File: config.mk
export PLATFORM = sky130hd
export DESIGN_NAME = fpv_video_port
export DESIGN_NICKNAME = d
export VERILOG_FILES = /design/src/logic/fpv_video_port.v
export VERILOG_INCLUDE_DIRS = /design/src /design/src/logic
export SDC_FILE = /design/constraint.sdc
export NUM_CORES = 1
export LEC_CHECK = 0
export BUFFER_PORTS_ARGS = -buffer_cell sky130_fd_sc_hd__buf_2
export CAP_MARGIN = 20
export CORE_MARGIN = 10
export CORE_UTILIZATION = 51
export CTS_BUF_LIST = sky130_fd_sc_hd__clkbuf_8
export DETAILED_ROUTE_END_ITERATION = 12
export GPL_TIMING_DRIVEN = 1
export HOLD_SLACK_MARGIN = 0.02
export PLACE_DENSITY = 0.64
export SETUP_SLACK_MARGIN = 0.4
export SLEW_MARGIN = 20
export SYNTH_ARGS = -nofsm -noshare
export SYNTH_HDL_FRONTEND = slang
export SYNTH_SLANG_ARGS = --single-unit
File: constraint.sdc
create_clock -name clk -period 5.9 [get_ports clk]
set_clock_uncertainty 0.1 [all_clocks]
set_input_delay 0.59 -clock clk [delete_from_list [all_inputs] [get_ports clk]]
set_output_delay 0.59 -clock clk [all_outputs]
set_load 0.02 [all_outputs]
File: src/logic/fpv_consts.vh
/*
 Constants for the flat panel video port: timing counts, defaults,
 multipurpose pin modes, overlay key modes and power sequence states.
 Assumes a 125 MHz system clock that also serves as the dot clock.
*/
`ifndef FPV_CONSTS_VH
`define FPV_CONSTS_VH

`define FPV_CLK_MHZ        125
`define FPV_SEQ_STEP_US    10
`define FPV_SEQ_STEP_CYC   (`FPV_SEQ_STEP_US * `FPV_CLK_MHZ)

`define FPV_H_ACTIVE_DEF   12'h280
`define FPV_H_TOTAL_DEF    12'h320
`define FPV_V_ACTIVE_DEF   12'h1e0
`define FPV_V_TOTAL_DEF    12'h20d

`define FPV_MP_AC_DRIVE    2'h0
`define FPV_MP_BLANK_N     2'h1
`define FPV_MP_DISP_EN     2'h2

`define FPV_KEY_COLOR      1'h0
`define FPV_KEY_WINDOW     1'h1

`define FPV_PM_ON          2'h0
`define FPV_PM_PANEL_OFF   2'h1
`define FPV_PM_STANDBY     2'h2

`define FPV_SEQ_OFF        3'h0
`define FPV_SEQ_LOGIC      3'h1
`define FPV_SEQ_SIGNALS    3'h2
`define FPV_SEQ_BIAS       3'h3
`define FPV_SEQ_ON         3'h4

`endif

File: src/logic/fpv_video_port.v
/*
 Flat panel video port: panel timing, pixel bus, power sequencing with
 power modes, and zoomed-video overlay input.
 Assumes clk is the dot clock; control bits arrive on clk from local
 logic; zoomed-video pins arrive asynchronously and are synchronised.
*/
// Functional notes
// - Drive panel shift clock qualifying pixel words.
// - Multipurpose pin: AC toggle, blank, enable.
// - One line latch pulse per display line.
// - First line marker at each frame start.
// - 36-bit pixel bus in two ordered groups.
// - Active-high panel logic supply enable.
// - Active-high panel bias supply enable.
// - Active-high backlight power enable.
// - Panel power only via three enables.
// - Power modes reuse the sequencing enables.
// - Panel-off mode blanks panel and CRT.
// - Standby also stops graphics, DRAM self-refresh.
// - Accept RGB or YUV parallel video samples.
// - Video clock is half or quarter of dot clock.
// - Scale, position, overlay incoming video.
// - Color key or X-Y window keying.
// - Disable setting turns whole controller off.
`timescale 1ns/1ns
`include "fpv_consts.vh"

module fpv_video_port
#(
   parameter SEQ_STEP_CYC = `FPV_SEQ_STEP_CYC
)
(
   input  wire        clk,
   input  wire        rst,
   input  wire        ctrl_enable,
   input  wire [1:0]  power_mode,
   input  wire [1:0]  mp_mode,
   input  wire [11:0] h_active,
   input  wire [11:0] h_total,
   input  wire [11:0] v_active,
   input  wire [11:0] v_total,
   input  wire [35:0] gfx_pixel,
   input  wire        zv_enable,
   input  wire        zv_yuv_mode,
   input  wire        zv_clk_half,
   input  wire        zv_key_mode,
   input  wire [15:0] zv_color_key,
   input  wire [11:0] zv_x_start,
   input  wire [11:0] zv_y_start,
   input  wire [11:0] zv_x_end,
   input  wire [11:0] zv_y_end,
   input  wire        zv_x2,
   input  wire        zv_y2,
   input  wire [15:0] zv_video_data,
   input  wire        zv_vertical_reference,
   input  wire        zv_horizontal_reference,
   output reg         panel_shift_clock,
   output reg         ac_drive_or_display_enable,
   output reg         line_latch_pulse,
   output reg         frame_first_line_marker,
   output reg  [23:0] panel_pixel_low_group,
   output reg  [11:0] panel_pixel_high_group,
   output reg         panel_logic_power_en,
   output reg         panel_bias_power_en,
   output reg         backlight_power_en,
   output reg         crt_output_en,
   output reg         graphics_run,
   output reg         dram_self_refresh,
   output reg         zv_pixel_clock,
   output reg         gfx_x_req_ff,
   output reg  [11:0] gfx_y_pos
);

   ////////////////////////////////////////////////////////////////////////
   // Power modes and sequencing.

   reg [2:0]  seq_ff;
   reg [2:0]  nxt_seq;
   reg [31:0] step_cnt_ff;
   reg        want_on;
   reg        step_done;

   always @*
   begin
      // Panel-off and standby both run the power-down sequence.
      want_on = ctrl_enable && (power_mode == `FPV_PM_ON);
      step_done = (step_cnt_ff == (SEQ_STEP_CYC - 1));
      nxt_seq = seq_ff;
      if (step_done)
      begin
         if (want_on && (seq_ff != `FPV_SEQ_ON))
            nxt_seq = seq_ff + 3'h1;
         else if (!want_on && (seq_ff != `FPV_SEQ_OFF))
            nxt_seq = seq_ff - 3'h1;
      end
   end

   always @(posedge clk)
   begin
      if (rst)
      begin
         seq_ff <= `FPV_SEQ_OFF;
         step_cnt_ff <= 32'h0;
         panel_logic_power_en <= 1'b0;
         panel_bias_power_en <= 1'b0;
         backlight_power_en <= 1'b0;
         crt_output_en <= 1'b0;
         graphics_run <= 1'b0;
         dram_self_refresh <= 1'b0;
      end
      else
      begin
         seq_ff <= nxt_seq;
         if (step_done || (want_on ? seq_ff == `FPV_SEQ_ON : seq_ff == `FPV_SEQ_OFF))
            step_cnt_ff <= 32'h0;
         else
            step_cnt_ff <= step_cnt_ff + 32'h1;
         // Supplies reach the panel only through these three enables.
         panel_logic_power_en <= (nxt_seq >= `FPV_SEQ_LOGIC);
         panel_bias_power_en <= (nxt_seq >= `FPV_SEQ_BIAS);
         backlight_power_en <= (nxt_seq == `FPV_SEQ_ON);
         crt_output_en <= want_on;
         graphics_run <= ctrl_enable && (power_mode != `FPV_PM_STANDBY);
         dram_self_refresh <= !ctrl_enable || (power_mode == `FPV_PM_STANDBY);
      end
   end

   wire signals_on = (seq_ff >= `FPV_SEQ_SIGNALS);

   ////////////////////////////////////////////////////////////////////////
   // Panel timing; one pixel per two dot clocks, shift clock at half rate.

   reg        phase_ff;
   reg [11:0] h_ff;
   reg [11:0] v_ff;
   reg        ac_ff;

   wire h_last = (h_ff >= h_total - 12'h1);
   wire v_last = (v_ff >= v_total - 12'h1);
   wire active = (h_ff < h_active) && (v_ff < v_active);

   always @(posedge clk)
   begin
      if (rst || !signals_on)
      begin
         phase_ff <= 1'b0;
         h_ff <= 12'h0;
         v_ff <= 12'h0;
         ac_ff <= 1'b0;
      end
      else
      begin
         // Counters step once per shift clock period.
         phase_ff <= ~phase_ff;
         if (phase_ff)
         begin
            h_ff <= h_last ? 12'h0 : h_ff + 12'h1;
            if (h_last)
            begin
               v_ff <= v_last ? 12'h0 : v_ff + 12'h1;
               if (v_last)
                  ac_ff <= ~ac_ff;
            end
         end
      end
   end

   ////////////////////////////////////////////////////////////////////////
   // Zoomed-video input: three-stage synchronisers on all pins.

   reg [17:0] zv_s1_ff;
   reg [17:0] zv_s2_ff;
   reg [17:0] zv_s3_ff;
   reg [17:0] zv_hold_ff;
   reg        zv_div_ff;

   genvar i;
   generate
      for (i = 0; i < 18; i = i + 1)
      begin : g_zv_sync
         always @(posedge clk)
         begin
            if (rst)
            begin
               zv_s1_ff[i] <= 1'b0;
               zv_s2_ff[i] <= 1'b0;
               zv_s3_ff[i] <= 1'b0;
               zv_hold_ff[i] <= 1'b0;
            end
            else
            begin
               zv_s1_ff[i] <= (i < 16) ? zv_video_data[i % 16]
                            : (i == 16) ? zv_horizontal_reference
                            : zv_vertical_reference;
               zv_s2_ff[i] <= zv_s1_ff[i];
               zv_s3_ff[i] <= zv_s2_ff[i];
               if (zv_s2_ff[i] == zv_s3_ff[i])
                  zv_hold_ff[i] <= zv_s3_ff[i];
            end
         end
      end
   endgenerate

   // The sample line buffer is a flip-flop array indexed by column.
   reg [15:0] zv_line [0:63];
   reg [5:0]  zv_wr_ff;
   reg        zv_zv_horizontal_reference_d_ff;
   reg [11:0] zv_row_ff;

   always @(posedge clk)
   begin
      if (rst)
      begin
         zv_div_ff <= 1'b0;
         zv_pixel_clock <= 1'b0;
         zv_wr_ff <= 6'h0;
         zv_zv_horizontal_reference_d_ff <= 1'b0;
         zv_row_ff <= 12'h0;
      end
      else
      begin
         zv_div_ff <= ~zv_div_ff;
         // A registered pin toggles at most once a cycle, so full rate is half the
         // clock and the divided rate toggles only on every other cycle.
         if (!(ctrl_enable && zv_enable))
            zv_pixel_clock <= 1'b0;
         else if (!zv_clk_half || zv_div_ff)
            zv_pixel_clock <= ~zv_pixel_clock;
         zv_zv_horizontal_reference_d_ff <= zv_hold_ff[16];
         if (zv_hold_ff[17])
            zv_row_ff <= 12'h0;
         else if (zv_zv_horizontal_reference_d_ff && !zv_hold_ff[16])
            zv_row_ff <= zv_row_ff + 12'h1;
         if (!zv_hold_ff[16])
            zv_wr_ff <= 6'h0;
         else if ((!zv_clk_half || zv_div_ff) && !zv_pixel_clock)
         begin
            // One sample per video clock period, taken as that clock rises.
            zv_line[zv_wr_ff] <= zv_hold_ff[15:0];
            zv_wr_ff <= zv_wr_ff + 6'h1;
         end
      end
   end

   ////////////////////////////////////////////////////////////////////////
   // Overlay: position, integer zoom and key selection.

   reg [11:0] rel_x;
   reg [11:0] rel_y;
   reg [15:0] zv_sample;
   reg [35:0] zv_rgb;
   reg        in_win;
   reg        use_zv;
   reg [35:0] pix_out;

   always @*
   begin
      rel_x = h_ff - zv_x_start;
      rel_y = v_ff - zv_y_start;
      zv_sample = zv_line[zv_x2 ? rel_x[6:1] : rel_x[5:0]];
      // YUV samples are shown as luminance grey.
      if (zv_yuv_mode)
         zv_rgb = {3{zv_sample[15:8], 4'h0}};
      else
         zv_rgb = {zv_sample[15:11], 7'h0, zv_sample[10:5], 6'h0,
                   zv_sample[4:0], 7'h0};
      in_win = (h_ff >= zv_x_start) && (h_ff < zv_x_end) &&
               (v_ff >= zv_y_start) && (v_ff < zv_y_end) &&
               ((zv_y2 ? rel_y[11:1] : rel_y[11:0]) <= {1'b0, zv_row_ff[10:0]});
      if (zv_key_mode == `FPV_KEY_WINDOW)
         use_zv = zv_enable && in_win;
      else
         use_zv = zv_enable && in_win &&
                  (gfx_pixel[15:0] == zv_color_key);
      pix_out = use_zv ? zv_rgb : gfx_pixel;
   end

   ////////////////////////////////////////////////////////////////////////
   // Panel pins, all registered.

   always @(posedge clk)
   begin
      // Pins run until the sequence drops below the signal step, so power-down
      // stops them only after bias and backlight are off.
      if (rst || !signals_on)
      begin
         panel_shift_clock <= 1'b0;
         ac_drive_or_display_enable <= 1'b0;
         line_latch_pulse <= 1'b0;
         frame_first_line_marker <= 1'b0;
         panel_pixel_low_group <= 24'h0;
         panel_pixel_high_group <= 12'h0;
         gfx_x_req_ff <= 1'b0;
         gfx_y_pos <= 12'h0;
      end
      else
      begin
         // Data changes on the falling edge; panel samples on rising.
         panel_shift_clock <= phase_ff;
         line_latch_pulse <= (h_ff == h_active) && (v_ff < v_active);
         frame_first_line_marker <= (v_ff == 12'h0) && (h_ff == h_active);
         case (mp_mode)
            `FPV_MP_AC_DRIVE: ac_drive_or_display_enable <= ac_ff;
            `FPV_MP_BLANK_N:  ac_drive_or_display_enable <= active;
            `FPV_MP_DISP_EN:  ac_drive_or_display_enable <= active;
            default:          ac_drive_or_display_enable <= ac_ff;
         endcase
         if (!phase_ff)
         begin
            panel_pixel_low_group <= active ? pix_out[23:0] : 24'h0;
            panel_pixel_high_group <= active ? pix_out[35:24] : 12'h0;
         end
         gfx_x_req_ff <= active && !phase_ff;
         gfx_y_pos <= v_ff;
      end
   end

endmodule

### Word-level counts from Yosys, hierarchy flattened

Memory sizes are Yosys's and may differ from the RTL's.
Cells that the tools add are included.

* flip-flop bits (word level): 213
* bits in writable memories: 1024
* input bits: 179
* logic and storage cells: 212
* memories kept: 1

* add/subtract/negate cells: 11
* $lt $le $gt $ge: 12
* equality and inequality tests: 28
* multiplexer cells: 18
* bitwise logic cells: 6
* reductions and logical operators: 39

Memories
* zv_line: depth 64, bits a word 16, read ports 1, clocked after memory_dff 0, wr ports 1, line fpv_video_port.v:205 `reg [15:0] zv_line [0:63];`

Operator list (count)
* $ge 12x12->1: 4
* $lt 12x12->1: 4
* $mux 12: 4
* $add 12x1->12 const B: 3
* $mux 36: 1
* $add 32x1->32 const B: 1
* $eq 32x11->1 const B: 1
* $mux 31: 1
* $mux 24: 1
* $sub 12x1->12 const B: 2
* $eq 1x1->1: 18
* $logic_and 1x1->1: 17
* $eq 16x16->1: 1
* $eq 12x12->1: 1
* $le 12x11->1: 1
* $logic_not 12->1: 1
* $sub 12x12->12: 1
* $reduce_or 2->1: 5
* $mux 3: 3
* $logic_not 1->1: 7
* $mux 1: 7
* $sub 7x7->7: 1
* $add 6x1->6 const B: 1
* $eq 3x3->1 const B: 2
* other kinds (16): 26

### Longest topological paths before layout

* depth in word-level cells: 10
* mapped depth: 24
* gate-level depth less buffers: 23

### Least setup slack after synthesis

Ideal clock, no wire load.

* path type: input port to flip-flop
* from: input zv_y_start[0]
* to: register panel_pixel_low_group[23]
* setup time: 0.124 ns
* arrival time: 4.370 ns
* required time: 5.676 ns
* path slack: 1.306 ns
* cell stages on the path: 22
* path buffers: 1
* cells stage by stage: ha_1 > inv_1 > fa_1 > a21oi_1 > o21ai_0 > a31oi_1 > inv_1 > a21oi_1 > xnor2_1 > mux2_2 > ha_1 > a21o_1 > a211oi_1 > o21ai_0 > o221ai_1 > o211ai_1 > nor4b_2 > nor3_1 > clkbuf_1 > a22o_1 > nand2_1 > o31ai_1

* cells in the longest elaborated chain, start to end: 9

Ends and longest elaborated chain
* from (decl): line fpv_video_port.v:49 `input wire [11:0] zv_y_start,`
* $sub 12x12->12 or $ge 12x12->1 (tied branches): line fpv_video_port.v:259, fpv_video_port.v:268
* $mux 12 or $logic_and 1x1->1 (tied branches): line fpv_video_port.v:269, fpv_video_port.v:267
* $le 12x11->1 or $logic_and 1x1->1 (tied branches): line fpv_video_port.v:269, fpv_video_port.v:268
* $logic_and 1x1->1 *: line fpv_video_port.v:268 `(v_ff >= zv_y_start) && (v_ff < zv_y_end) &&`
* $logic_and 1x1->1 *: line fpv_video_port.v:271, fpv_video_port.v:273
* $logic_and 1x1->1: line fpv_video_port.v:273 `use_zv = zv_enable && in_win &&`
* $mux 1 *: line fpv_video_port.v:270 `` if (zv_key_mode == `FPV_KEY_WINDOW) ``
* $mux 36 *: line fpv_video_port.v:275 `pix_out = use_zv ? zv_rgb : gfx_pixel;`
* $mux 24 *: line fpv_video_port.v:310 `panel_pixel_low_group <= active ? pix_out[23:0] : 24'h0;`
* to (signal assigned): line fpv_video_port.v:310
* to (decl): line fpv_video_port.v:61 `output reg [23:0] panel_pixel_low_group,`

Mark *: on every way between the ends. The rest lies on a longest branch, timed or not.
A chain may end at the register's enable or synchronous reset.

### Worst setup path after layout

* from: register h_ff[0]
* to: register panel_pixel_low_group[7]

* cells in the longest elaborated chain, start to end: 10

Ends and longest elaborated chain
* from (decl): line fpv_video_port.v:134 `reg [11:0] h_ff;`
* from (signal assigned): line fpv_video_port.v:157 `h_ff <= h_last ? 12'h0 : h_ff + 12'h1;`
* branches (longest 9 deep; another with $mem_v2 64x16)
* $mux 24 *: line fpv_video_port.v:310

Every way passes the cells marked *.

==> run metrics <==
outcome=finished, final reports clean; clock root buffer master=clkbuf_8; area leader, netlist=edfxtp_1; pin count of the biggest net entering global routing=120; drt first-iter violations=5077; type of origin of the critical path=flop; CTS HTree Levels=4; setup bufs post-CTS=0; HP Class=input port to flop; final WL=178 mm; Cell Pwr Density=279 nW/um2; Largest stage delay, worst path=0.78 ns; Seq pwr share=49.5%; final hold vios=0; global route overflow=0; worst slack, placed=0.702 ns; share of the synthesized area in the top cell type=51.6%; Max Clock Freq=193 MHz; fin. max-slew vios=0; busiest layer in global routing=met2; share of cells above drive strength 1=21.9%; initial antenna violation count=7; Worst path most repeated cell=inv_1; met2 Track Usage GR=42.7%; drt first pass iters=8; Post-DP Area=63100 um2; Worst-path clk slew=0.07 ns; clock buffer depth=3; detailed placer's ending HPWL=112 mm; post-route setup TNS=0 ns; vias per cell=6.30; crit-path cells=inv_1 > ha_4 > inv_1 > fa_4 > buf_12 > nor2_4 > buf_4 > nand2_1 > a221oi_1 > a21oi_1 > a32o_1 > a22oi_1 > o211ai_1 > a211o_1; Clock Sinks=1236; Internal=13900 uW; warning count from the yosys run=0; nets=5227; peak supply drop=0.244 mV; Antenna Violating Nets Remaining=0; Die H=362 um; I/O pins=239; Port-buffer cells=238; Mean Syn Cell Area=13.2 um2; routability cong.=0.916; Clk pwr share=38.0%; Critical Path RT=6.62 ns; sw power=4960 uW; Synth cell types=84; Switching Share=26.2%; Seq/Total Area, Yosys=58.7%; total CTS buffers=199; Clock Latency Late Sink=0.95 ns; Setup WS post-layout=0.713 ns; number of flops mapped to enable cells by yosys=1024; most common cell after layout, fill and taps aside=edfxtp_1; Syn Std Cell Area=59600 um2; element type at the critical path end=flop; commonest cells after routing, fill and taps aside=edfxtp_1, nand2_1, mux4_2; min Tclk post-route=5.19 ns; worst endpoint data arrival time=5.91 ns; Worst-Margin Slew=1.09 ns; Leak=0.0244 uW; cells after synthesis=4525; synth top area cells=edfxtp_1, mux4_2, dfxtp_1; GR Util met1=34.5%; TritonCTS clock tree=built; average wire per standard cell=26.8 um; Final Cell Area=67700 um2; CP max-delay cell=fa_4; # DRC=0; Logic pwr share=12.5%; flop and latch count out of synthesis=1236; first-pass GRT wire length=262 mm; number of global-route vias before repair=40765; max-cap viol count=0; Die ar.=131000 um2; row cnt=125; GRT met3 Usage=6.05%; Post-Syn Nets=4822; RSZ-0062 raised after global routing=false; via count=41766; setup violators final=0; GRT Util Overall=26.4%; slew margin rel.=26.6%; Async SR Flop Fraction=0%; crit-path max FO=25; dominant synthesized flop cell=edfxtp_1; initial core utilization=51.3%; Syn-to-layout area delta=13.6%; Die Wd=362 um; CP Class=flop to flop; Final Cycle Share=87.9%; core box area=116000 um2
## cell usage after synthesis, drive strengths merged, types with 31 or more instances
| library cell | count |
|---|---|
| mux2i | 84 |
| o22ai | 31 |
| xnor2 | 63 |
| a22oi | 31 |
| buf | 187 |
| ha | 116 |
| a311oi | 42 |
| mux4 | 337 |
| a211oi | 43 |
| a21oi | 119 |
| edfxtp | 1024 |
| o211ai | 44 |
| o21ai | 172 |
| nand2 | 705 |
| inv | 105 |
| nor2b | 73 |
| nor2 | 273 |
| nor3 | 35 |
| a31oi | 69 |
| dfxtp | 212 |
| nand3 | 201 |
| xor2 | 50 |
| nand4 | 38 |
| clkbuf | 112 |
## power groups by stage
stage / Combinational [uW] / Clock [uW] / Sequential, uW
2_1_floorplan: 1490 / 0 / 9530
3_3_place_gp: 2260 / 0 / 9530
3_5_place_dp: 2280 / 0 / 9530
4_1_cts: 2320 / 7320 / 9350
5_1_grt: 2490 / 7740 / 9340
6_report: 2350 / 7190 / 9350
## logic make-up after synthesis
group	after synthesis	synth area share, %
muxes	433	14.4
and+or+nand+nor	1470	11.0
buffers and inverters	404	3.15
adders and majority gates	118	2.50
DFF	1236	58.7
xor gates and xnor gates	113	1.69
AOI/OAI and AO/OA	751	8.56
## through the flow
step / total power, uW / hold WS, ns / instances / util (%)
after floorplan: 11000 / 0.293 / 4525 / -
after global placement: 11800 / 0.300 / 6190 / 54.4
after detailed placement: 11800 / 0.306 / 6190 / 54.4
after CTS: 19000 / 0.0869 / 6626 / 58.3
after global routing: 19600 / 0.154 / 6629 / 58.3
final: 18900 / 0.190 / 6630 / 58.3
## metal layers
metal  vias up  wire [um]
met3       370      17800
met2      2331      83300
met4         2       7150
met5         -         17
li1      18292          -
met1     20771      69300
## path summary, 6_finish.rpt
path / from / to / slack (ns) / cells after the start
worst max-delay path: h_ff[0] / panel_pixel_low_group[7] / 0.71 / 14
worst min-delay path: zv_yuv_mode / panel_pixel_low_group[21] / 0.19 / 3
worst max register to register: h_ff[0] / panel_pixel_low_group[7] / 0.71 / 14
worst min register to register: zv_div_ff / zv_div_ff / 0.31 / 1
## registers in the layout (all words and copies together), names as in the netlist, 3 cells and up
register and flops:
step_cnt_ff 32, seq_ff 3, v_ff 12, h_ff 12
zv_hold_ff 18, panel_pixel_high_group 12, zv_wr_ff 6, zv_row_ff 11
zv_line 1024, gfx_y_pos 12, zv_s3_ff 18, zv_s2_ff 18
zv_s1_ff 18, panel_pixel_low_group 24
## worst max-delay path, delay by kind of cell, from the launching register on
family	cells	cell delay, ns
buf+inv	4	0.93
simple gates	2	0.79
compound gates	6	1.73
flops	1	0.50
fa+ha+maj	2	0.98
## timing repair
action                     4_1_cts  5_1_grt
setup endpoints to repair        0        7
hold endpoints to repair        60        0
hold buffers                    63        0
gates resized for setup          0        1
## cell type report
class / count / area, um2
repair buffers: 503 / 3660
clock buffers: 213 / 2930
well taps: 1524 / 1910
flip-flops and latches: 1236 / 35000
multi-input cells: 2885 / 22800
fillers: 9232 / 48400
diodes: 4 / 10.0
inverters: 105 / 394
clock inverters: 160 / 945
(Power assumes the default switching activity.)
